<file path="src/hw/sar_pkg.sv">
// Package for the successive-approximation converter serial readout block.
// Assumes a single 250 MHz system clock mclk; the shift clock arrives as a pin.
package sar_pkg;
  localparam int unsigned MCLK_PERIOD_PS   = 4000;
  localparam int unsigned RES_BITS_12      = 12;
  localparam int unsigned RES_BITS_10      = 10;
  localparam int unsigned RES_BITS_8       = 8;
  localparam int unsigned SYNC_STAGES      = 3;
  localparam int unsigned FIFO_DEPTH_DFLT  = 8;
  // Shift clock periods spent acquiring before the null bit: 1.5 to 2.0.
  localparam int unsigned ACQUIRE_EDGES    = 2;
  localparam logic [3:0]  BITCNT_RST       = 4'h0;
  localparam logic [1:0]  ACQ_RST          = 2'h0;
  // Serial phases, Gray coded along the usual path.
  typedef enum logic [2:0] {
    SAR_IDLE    = 3'b000,
    SAR_ACQUIRE = 3'b001,
    SAR_NULL    = 3'b011,
    SAR_MSB     = 3'b010,
    SAR_LSB     = 3'b110,
    SAR_ZERO    = 3'b111
  } sar_phase_t;
endpackage : sar_pkg

</file>
<file path="src/hw/sar_readout.sv">
// Conversion and serial readout sequencing of the converter, device side.
// Assumes results arrive from the analog core as words; select and shift clock are pins.
//
// How it works
// - A falling select starts sampling, conversion and the transfer.
// - The first one and a half to two shift periods acquire the input.
// - On the second falling shift edge the output drives a low null bit.
// - Then the N result bits follow, most significant first.
// - After the last bit, select rising puts the output in high impedance.
// - A new conversion needs select high then low; low never retriggers.
// - Results are unsigned straight binary, zero gives all zeros.
// - Twelve-bit ideal codes FFF, 800, 7FF and 000 pass through unchanged.
// - Power-down is entered after conversion and whenever select is high.
// - Select high stops digital logic fully; clocking after completion keeps it active.
// - The output changes on falling shift clock edges only.
// - Further clocks repeat result bits 1 to N-1 LSB first, then zeros forever.
// - The result is the oldest FIFO word at the null bit edge, or all zeros if the FIFO is empty.
`timescale 1ns/1ps
`default_nettype none
module sar_readout #(
  parameter int unsigned RES_BITS   = sar_pkg::RES_BITS_12,
  parameter int unsigned FIFO_DEPTH = sar_pkg::FIFO_DEPTH_DFLT
) (
  input  wire logic                mclk,          // System clock, 250 MHz.
  input  wire logic                rst_n,         // Synchronous reset, active low.
  input  wire logic                sel_n_pin,     // Convert select pin, active low.
  input  wire logic                shift_clk_pin, // Serial shift clock pin.
  output logic                     dout_o,        // Serial data out.
  output logic                     dout_oe,       // Serial data drive enable.
  output logic                     sample_req,    // Pulse: analog core samples now.
  input  wire logic [RES_BITS-1:0] res_data,      // Result word from the analog core.
  input  wire logic                res_valid,     // Result word offered.
  output logic                     res_ready,     // FIFO has room.
  output logic                     analog_on,     // Analog section powered.
  output logic                     digital_on     // Digital section active.
);
  initial begin
    if (RES_BITS != sar_pkg::RES_BITS_12 && RES_BITS != sar_pkg::RES_BITS_10 &&
        RES_BITS != sar_pkg::RES_BITS_8) begin
      $error("sar_readout supports 12, 10 or 8 result bits only");
    end
  end
  typedef struct packed {
    logic [2:0]          sel_sync;
    logic [2:0]          clk_sync;
    logic                sel_n;
    logic                sclk;
    sar_pkg::sar_phase_t phase;
    logic [1:0]          acq;
    logic [3:0]          bitcnt;
    logic [RES_BITS-1:0] word;
    logic                dout;
    logic                oe;
    logic                samp;
  } sar_st_t;
  sar_st_t st_ff;
  sar_st_t nxt_st;
  logic [RES_BITS-1:0] fifo_data;
  logic                fifo_valid;
  logic                fifo_pop;
  logic                sel_fall;
  logic                sclk_fall;
  sar_fifo #(
    .WIDTH (RES_BITS),
    .DEPTH (FIFO_DEPTH)
  ) u_fifo (
    .mclk      (mclk),
    .rst_n     (rst_n),
    .in_data   (res_data),
    .in_valid  (res_valid),
    .in_ready  (res_ready),
    .out_data  (fifo_data),
    .out_valid (fifo_valid),
    .out_ready (fifo_pop)
  );
  // A level counts once the second and third stages agree.
  function automatic logic agreed(input logic [2:0] s, input logic old);
    agreed = (s[1] == s[2]) ? s[2] : old;
  endfunction
  always_comb begin
    nxt_st          = st_ff;
    nxt_st.sel_sync = {st_ff.sel_sync[1:0], sel_n_pin};
    nxt_st.clk_sync = {st_ff.clk_sync[1:0], shift_clk_pin};
    nxt_st.sel_n    = agreed(st_ff.sel_sync, st_ff.sel_n);
    nxt_st.sclk     = agreed(st_ff.clk_sync, st_ff.sclk);
    nxt_st.samp     = 1'b0;
    sel_fall        = st_ff.sel_n && !nxt_st.sel_n;
    sclk_fall       = st_ff.sclk && !nxt_st.sclk;
    fifo_pop        = 1'b0;
    if (nxt_st.sel_n) begin
      nxt_st.phase  = sar_pkg::SAR_IDLE;
      nxt_st.oe     = 1'b0;
      nxt_st.dout   = 1'b0;
      nxt_st.acq    = sar_pkg::ACQ_RST;
      nxt_st.bitcnt = sar_pkg::BITCNT_RST;
    end else if (sel_fall && st_ff.phase == sar_pkg::SAR_IDLE) begin
      nxt_st.phase = sar_pkg::SAR_ACQUIRE;
      nxt_st.samp  = 1'b1;
      nxt_st.acq   = sar_pkg::ACQ_RST;
    end else if (sclk_fall) begin
      case (st_ff.phase)
        sar_pkg::SAR_ACQUIRE: begin
          nxt_st.acq = st_ff.acq + 2'h1;
          if (st_ff.acq == 2'(sar_pkg::ACQUIRE_EDGES - 1)) begin
            nxt_st.phase = sar_pkg::SAR_NULL;
            nxt_st.oe    = 1'b1;
            nxt_st.dout  = 1'b0;
            nxt_st.word  = fifo_valid ? fifo_data : '0;
            fifo_pop     = fifo_valid;
          end
        end
        sar_pkg::SAR_NULL: begin
          nxt_st.phase  = sar_pkg::SAR_MSB;
          nxt_st.dout   = st_ff.word[RES_BITS-1];
          nxt_st.bitcnt = 4'h1;
        end
        sar_pkg::SAR_MSB: begin
          if (st_ff.bitcnt == 4'(RES_BITS)) begin
            // The LSB is already out; continue LSB first from bit 1 when clocking continues.
            nxt_st.phase  = sar_pkg::SAR_LSB;
            nxt_st.dout   = st_ff.word[1];
            nxt_st.bitcnt = 4'h2;
          end else begin
            nxt_st.dout   = st_ff.word[4'(RES_BITS-1) - st_ff.bitcnt];
            nxt_st.bitcnt = st_ff.bitcnt + 4'h1;
          end
        end
        sar_pkg::SAR_LSB: begin
          if (st_ff.bitcnt == 4'(RES_BITS)) begin
            nxt_st.phase = sar_pkg::SAR_ZERO;
            nxt_st.dout  = 1'b0;
          end else begin
            nxt_st.dout   = st_ff.word[st_ff.bitcnt];
            nxt_st.bitcnt = st_ff.bitcnt + 4'h1;
          end
        end
        sar_pkg::SAR_ZERO: begin
          nxt_st.dout = 1'b0;
        end
        default: begin
          nxt_st.phase = st_ff.phase;
        end
      endcase
    end
  end
  always_ff @(posedge mclk) begin
    if (!rst_n) begin
      st_ff          <= '0;
      st_ff.sel_sync <= 3'h7;
      st_ff.sel_n    <= 1'b1;
      st_ff.phase    <= sar_pkg::SAR_IDLE;
    end else begin
      st_ff <= nxt_st;
    end
  end
  assign dout_o     = st_ff.dout;
  assign dout_oe    = st_ff.oe;
  assign sample_req = st_ff.samp;
  // Analog runs only from select falling until the last result bit.
  assign analog_on  = st_ff.phase == sar_pkg::SAR_ACQUIRE ||
                      st_ff.phase == sar_pkg::SAR_NULL ||
                      st_ff.phase == sar_pkg::SAR_MSB;
  assign digital_on = !st_ff.sel_n;
endmodule // sar_readout
`default_nettype wire

</file>
<file path="src/hw/sar_fifo.sv">
// Small synchronous FIFO carrying conversion results into the readout logic.
// Assumes one clock and a synchronous active-low reset.
`timescale 1ns/1ps
`default_nettype none
module sar_fifo #(
  parameter int unsigned WIDTH = 12,
  parameter int unsigned DEPTH = 8
) (
  input  wire logic             mclk,      // System clock.
  input  wire logic             rst_n,     // Synchronous reset, active low.
  input  wire logic [WIDTH-1:0] in_data,   // Word to store.
  input  wire logic             in_valid,  // Word offered.
  output logic                  in_ready,  // Room available.
  output logic      [WIDTH-1:0] out_data,  // Oldest word.
  output logic                  out_valid, // Word available.
  input  wire logic             out_ready  // Drain accepts.
);
  localparam int unsigned AW = (DEPTH > 1) ? $clog2(DEPTH) : 1;
  initial begin
    if (DEPTH < 2 || (DEPTH & (DEPTH - 1)) != 0 || WIDTH < 1) begin
      $error("sar_fifo needs a power-of-two depth of at least two");
    end
  end
  typedef struct packed {
    logic [AW:0] wr;
    logic [AW:0] rd;
  } sar_fifo_st_t;
  sar_fifo_st_t st_ff;
  sar_fifo_st_t nxt_st;
  logic [WIDTH-1:0] mem_ff [DEPTH];
  logic push;
  logic pop;
  assign in_ready  = (st_ff.wr - st_ff.rd) != (AW+1)'(DEPTH);
  assign out_valid = st_ff.wr != st_ff.rd;
  assign push      = in_valid && in_ready;
  assign pop       = out_valid && out_ready;
  assign out_data  = mem_ff[st_ff.rd[AW-1:0]];
  always_comb begin
    nxt_st = st_ff;
    if (push) begin
      nxt_st.wr = st_ff.wr + 1'b1;
    end
    if (pop) begin
      nxt_st.rd = st_ff.rd + 1'b1;
    end
  end
  always_ff @(posedge mclk) begin
    if (!rst_n) begin
      st_ff <= '0;
    end else begin
      st_ff <= nxt_st;
    end
    if (push) begin
      mem_ff[st_ff.wr[AW-1:0]] <= in_data;
    end
  end
endmodule // sar_fifo
`default_nettype wire

</file>
<file path="config.mk">
export PLATFORM = sky130hd
export DESIGN_NAME = sar_readout
export DESIGN_NICKNAME = d
export VERILOG_FILES = /design/src/hw/sar_pkg.sv /design/src/hw/sar_readout.sv /design/src/hw/sar_fifo.sv
export SDC_FILE = /design/constraint.sdc
export NUM_CORES = 1
export LEC_CHECK = 0
export BUFFER_PORTS_ARGS = -buffer_cell sky130_fd_sc_hd__buf_4
export CAP_MARGIN = 20
export CORE_MARGIN = 2
export CORE_UTILIZATION = 50
export DETAILED_ROUTE_END_ITERATION = 12
export GPL_TIMING_DRIVEN = 0
export HOLD_SLACK_MARGIN = 0.08
export PLACE_DENSITY = 0.68
export SETUP_SLACK_MARGIN = 0.4
export SYNTH_ARGS = -nofsm -noshare
export SYNTH_HDL_FRONTEND = slang
export SYNTH_SLANG_ARGS = --single-unit
</file>
<file path="constraint.sdc">
create_clock -name mclk -period 8.16 [get_ports mclk]
set_input_delay 0.816 -clock mclk [delete_from_list [all_inputs] [get_ports mclk]]
set_output_delay 0.816 -clock mclk [all_outputs]
set_load 0.05 [all_outputs]
</file>
==> results of run 1 <==
per-layer routing:
| layer | GRT usage (%) | vias up |
|---|---|---|
| li1 | - | 1585 |
| met1 | 24.1 | 1706 |
| met2 | 33.5 | 63 |
| met3 | 5.99 | 12 |
| met4 | 7.74 | 0 |
| met5 | 0 | - |
Yosys cell counts (all sizes together) (2+ instances only):
library cell,number
a2111oi,2
nand4,2
xor2,2
mux2i,21
a21o,2
dfxtp,43
o211ai,3
or4,2
a31oi,4
nor2b,5
nand2b,8
and3,4
o311ai,2
ha,9
and2,15
nand2,29
nand3,5
o31ai,3
buf,4
o21ai,18
or3b,2
inv,13
or3,3
edfxtp,96
mux4,26
mux2,2
xnor2,4
and4b,2
nor3b,2
nor4bb,3
nor2,20
clkbuf,14
a21oi,9
flip-flops by register name, indices dropped and copies added, names as in the netlist, named ones only:
| name | cells |
|---|---|
| dout_o | 1 |
| dout_oe | 1 |
| nxt_st | 4 |
| sample_req | 1 |
| st_ff | 25 |
| u_fifo.mem_ff | 96 |
| u_fifo.st_ff | 8 |
critical path, stage by stage (launching register included):
cell and delay (ps):
dfxtp_1 550, inv_1 170, ha_1 230, nor2b_1 120
o21ai_0 130, a2111oi_1 900, nor2_1 110, buf_4 220
logic make-up (layout without fill, tap and decap cells):
kind of cell,Yosys count,after routing
muxes,49,49
buffers and inverters,31,88
xor gates and xnor gates,6,6
adders and majority gates,10,10
AOI/OAI and AO/OA,49,49
and+or+nand+nor,108,108
DFF,139,139
final cells by class:
type	count	area share, %
buffer	18	1.17
clock buffer	18	6.36
clock inverter	13	1.84
inverter	13	0.723
multi-input combinational	222	28.8
sequential	139	55.5
tap	143	2.65
timing repair buffer	26	3.00
per-stage QoR:
stage / total power, W / hold WS [ps] / utilization [%]
final: 0.00156 / 404 / 59.4
after global routing: 0.00161 / 435 / 59.4
after CTS: 0.00158 / 406 / 59.4
after detailed placement: 0.000855 / 393 / 54.5
after global placement: 0.000848 / 390 / 53.8
after floorplan: 0.000825 / 386 / -
worst max-delay path by stage:
stage	cells after the start	from	end	slack, ps
2_1_floorplan	6	u_fifo.st_ff[5]	u_fifo.mem_ff[2][0]	4610
3_3_place_gp	6	u_fifo.st_ff[5]	u_fifo.mem_ff[2][1]	3170
3_5_place_dp	7	u_fifo.st_ff[5]	u_fifo.mem_ff[2][1]	4530
4_1_cts	7	u_fifo.st_ff[4]	res_ready	4510
5_1_grt	7	u_fifo.st_ff[5]	u_fifo.mem_ff[2][1]	4160
6_report	7	u_fifo.st_ff[4]	res_ready	4490
power by group:
group / internal [W] / total [W] / switching (W) / leakage, nW
Combinational: 0.0000242 / 0.0000593 / 0.0000350 / 0.759
Clock: 0.000444 / 0.000725 / 0.000281 / 0.272
Sequential: 0.000773 / 0.000781 / 0.00000807 / 1.22
Total: 0.00124 / 0.00156 / 0.000324 / 2.25
==> reports/qor.txt, run 1 <==
dpl cells = 561
vias per cell = 5.69
dpl hpwl = 7180 microns
area share of xor/xnor cells in the synthesized design = 0.909%
FF/Latch Area = 3740 sq um
met2 wire length = 5830 microns
most common cell after layout, fill and taps aside = edfxtp_1
RSZ-0062 raised after global routing = false
Final Skew = 12.5 ps
crit path max fanout = 9
Die Area = 12400 sq um
Post-synth ARST share = 0%
Synth Area in Adders = 2.12%
DR iter-0 viols = 331
IO buf count = 22
Final Cell Area = 6750 sq um
grt ovf = 0
antenna cell count = 0
Post-Route M1 WL = 4840 microns
Worst EP required = 7340 ps
clk_lat worst skew = 420 ps
register bit total from synthesis = 139
Synth Area in Compound Gates = 5.52%
Worst Hold Launch = nxt_st[30]
post-synth top area share = 49.9%
io pins = 23
pre-CTS setup slack = 4530 ps
Placement Cell Area = 6200 sq um
chip width = 112 microns
Final Hold Fails = 0
post-route insts no fill = 592
post-synthesis sequential area ratio = 64.8%
main combinational cell family by area after synthesis = multiplexers
largest net degree at the start of global routing = 17
cts hold-fix bufs = 0
Final Max Slew Viols = 0
most frequent cells in the layout = edfxtp_1 (96), dfxtp_1 (43), nand2_1 (29)
initial antenna violation count = 0
TritonCTS sink count = 139
Hold Path End = nxt_st[31]
power per cell area = 232 nW/um^2
Post-synth EDFFs = 96
first-pass GRT wire length = 18300 microns
Tmin final = 3670 ps
layout cells sized above 1 = 20.0%
setup tns final = 0 ps
syn avg cell area = 14.7 sq um
TritonCTS clock tree = built
maximum root-to-sink buffer count = 2
Peak VDD IR = 0.189 mV
Post-CTS Setup Bufs = 0
Tot GR Track Use = 19.8%
final critical-path share of the clock period = 45.0%
Slew headroom = 34.1%
TritonCTS Buffers = 17
Synthesized Nets = 418
Initial Util = 50.8%
CP Launch Type = flip-flop
drt first pass iters = 4
simple-gate share of the synthesized area = 10.3%
WP data arrival = 2860 ps
R2R Path Start = u_fifo.st_ff[5]
clock root buffer = clkbuf_16
Cell Area, Synth = 5780 sq um
cell taking the most area after synthesis = edfxtp_1
P_leak = 2.25 nW
global placement routability congestion = 0.808
hold depth = 1
top routing layer in use = met4
H-tree Lvls = 4
ys flop type = edfxtp_1
Die H = 112 microns
Row Count = 39
R2R depth = 7
R2R Setup Slk = 4490 ps
Synth area leaders = edfxtp_1 (50%), dfxtp_1 (15%), mux4_2 (10%)
status = finished clean
Syn. warnings = 0
post-synthesis cell count = 392
Core Box Area = 11400 sq um
Crit Reg-Reg Endpoint = u_fifo.mem_ff[2][1]
CTS clk-pin slew, worst paths = 60 ps
Layout area overhead = 16.8%
DRC = 0
Crit Path Category = flip-flop to primary output
post-synthesis mux area share = 14.2%
CTS resizes = 0
Distinct cells, synth = 50
area of the multi-input gates = 1940 sq um
ANT nets after route = 0
via count = 3366
endpoints failing setup = 0
Filler Cells Inserted = 874
vias in the first global route = 3467
total wire length = 11200 microns
endpoint type of the worst setup path = primary output
Final WS setup = 4490 ps
Routed wire per std cell = 18.9 microns
worst-margin pin slew = 986 ps
met3 wire len = 400 microns
max-cap check violation count = 0
Final nets = 463
Worst Hold Class = flip-flop to flip-flop
Fmax = 272 MHz
Note: power is estimated with default switching activity, not from simulation.
==> inputs of run 2 (changes only) <==
Settings changed: ABC_AREA set to 1.
Clock period 8.16 ns to 3.6 ns, I/O delays scaled along.
==> run 2 against run 1 <==
Against the previous run: core utilization grew 1.6 points; critical path type is now flip-flop to flip-flop; worst hold slack got worse by 280 ps; clock power increased to 2.6 times the previous value; flip-flop and latch count unchanged; combinational power grew 140%; critical path depth grew 7; sequential power rose by 130%; non-clock buffer count increased by 9; highest routed layer unchanged; routed wire length grew 16%; final area rose by 3.5%.
==> reports/qor.txt, run 2 <==
Worst Hold Class = input pin to flip-flop
NetSw = 0.000788 W
most common cell in the netlist = edfxtp_1
Layout area overhead = 18.9%
P_leak = 2.50 nW
CP Launch Type = flip-flop
Die H = 112 microns
Die Area = 12600 sq um
Fin Hold WS = 123 ps
most frequent cells in the layout = edfxtp_1 (96), nand2_1 (74), nor2_1 (62)
CTS clk-pin slew, worst paths = 60 ps
io pins = 23
Tmin final = 3010 ps
ys flop type = edfxtp_1
Synth area leaders = edfxtp_1 (49%), dfxtp_1 (15%), nand2_1 (4.7%)
Final Hold Fails = 0
worst-margin pin slew = 786 ps
H-tree Lvls = 4
largest net degree at the start of global routing = 17
TritonCTS Buffers = 17
Fmax = 332 MHz
drt first pass iters = 6
Worst EP required = 3740 ps
Post-synth ARST share = 0%
post-synthesis cell count = 547
share of power burned in registers = 46.2%
via count = 4174
Core Box Area = 11500 sq um
DR iter-0 viols = 442
layout cells sized above 1 = 13.7%
crit path max fanout = 10
post-synth top area share = 49.1%
Sw Share = 20.6%
total wire length = 13000 microns
antenna cell count = 0
Slew headroom = 47.4%
Internal = 0.00303 W
vias in the first global route = 4146
final critical-path share of the clock period = 83.5%
post-synthesis sequential area ratio = 63.7%
clock power share = 50.0%
Final nets = 621
Synthesized Nets = 573
Final Max Slew Viols = 0
global placement routability congestion = 0.881
Crit Path Category = flip-flop to flip-flop
Routed wire per std cell = 17.3 microns
register bit total from synthesis = 139
dpl hpwl = 8740 microns
TritonCTS clock tree = built
most common cell after layout, fill and taps aside = edfxtp_1
grt ovf = 0
Syn. warnings = 0
chip width = 112 microns
RSZ-0062 raised after global routing = false
Comb power frac = 3.8%
max-cap check violation count = 0
cell taking the most area after synthesis = edfxtp_1
Final Skew = 12.0 ps
WP data arrival = 3140 ps
vias per cell = 5.56
leading cell types by count after synthesis = edfxtp_1 (96), nand2_1 (74), nor2_1 (63)
endpoint type of the worst setup path = flip-flop
first-pass GRT wire length = 20800 microns
max reg flops = 96
Post-synth EDFFs = 96
Peak VDD IR = 0.511 mV
endpoints failing setup = 0
Distinct cells, synth = 34
Cell Area, Synth = 5880 sq um
clk_lat worst skew = 430 ps
Row Count = 39
Tot GR Track Use = 21.8%
ANT nets after route = 0
status = finished clean
initial antenna violation count = 0
Initial Util = 51.2%
syn avg cell area = 10.7 sq um
clock root buffer = clkbuf_16
maximum root-to-sink buffer count = 2
power per cell area = 547 nW/um^2
IO buf count = 21
DRC = 0
TritonCTS sink count = 139
setup tns final = 0 ps
fin util = 60.9%
==> run 2: cell type report <==
cell class / instances / area [sq um]
tap: 143 / 179
sequential: 139 / 3740
fill: 872 / 4480
timing repair buffer: 29 / 251
buffer: 24 / 106
inverter: 54 / 203
clock buffer: 19 / 433
clock inverter: 13 / 213
multi-input combinational: 330 / 1860
==> run 2: timing repair <==
item | 4_1_cts | 5_1_grt
hold buffers | 0 | 0
buffers inserted | 0 | 0
resized for setup | 0 | 1
setup endpoints to repair | 0 | 5
==> run 2: layer usage <==
metal / vias up / global-route usage [%] / routed length, microns
met3: 24 / 5.62 / 668
met2: 132 / 35.0 / 6310
met4: 0 / 9.51 / 254
li1: 2014 / - / -
met1: 2004 / 28.1 / 5770
met5: - / 0 / 0
==> run 2: path summary, 6_finish.rpt <==
path	startpoint	end	slack [ps]	cells past startpoint
max	u_fifo.st_ff[4]	u_fifo.mem_ff[4][4]	590	14
min	shift_clk_pin	nxt_st[27]	120	3
max reg2reg	u_fifo.st_ff[4]	u_fifo.mem_ff[4][4]	590	14
min reg2reg	nxt_st[27]	nxt_st[28]	410	2
==> run 2: through the flow <==
stage | power [W] | instance area, sq um | cells | setup WS, ps
finish | 0.00382 | 6990 | 751 | 592
global route | 0.00393 | 6990 | 751 | 410
detailed placement | 0.00194 | 6340 | 719 | 627
floorplan | 0.00187 | 5880 | 547 | 571
CTS | 0.00384 | 6980 | 751 | 598
global placement | 0.00192 | 6220 | 711 | -17.0
==> run 2: logic make-up after synthesis <==
logic type	Yosys count	synth area share, %
buf+inv	78	5.26
mux	18	3.07
fa+ha+maj	9	1.92
xor+xnor	8	1.19
compound gates	105	10.7
flops	139	63.7
simple gates	190	14.1
==> run 2: power by group through the flow <==
stage	Clock [W]	Sequential [W]	Combinational (W)
after floorplan	0	0.00179	0.0000742
after global placement	0	0.00180	0.000125
after detailed placement	0	0.00180	0.000142
after CTS	0.00193	0.00176	0.000144
after global routing	0.00201	0.00177	0.000159
final	0.00191	0.00176	0.000145
==> run 2: worst max-delay path, cell delays in order (launching register included) <==
cell	delay (ps)
dfxtp_1	450
inv_1	190
ha_1	210
inv_1	50
nand2_1	40
nand2_1	90
a21oi_1	90
nor2_1	110
nor2_1	50
nand3_1	140
nand2_2	200
inv_1	140
nand2_1	100
nor2_1	620
buf_6	240
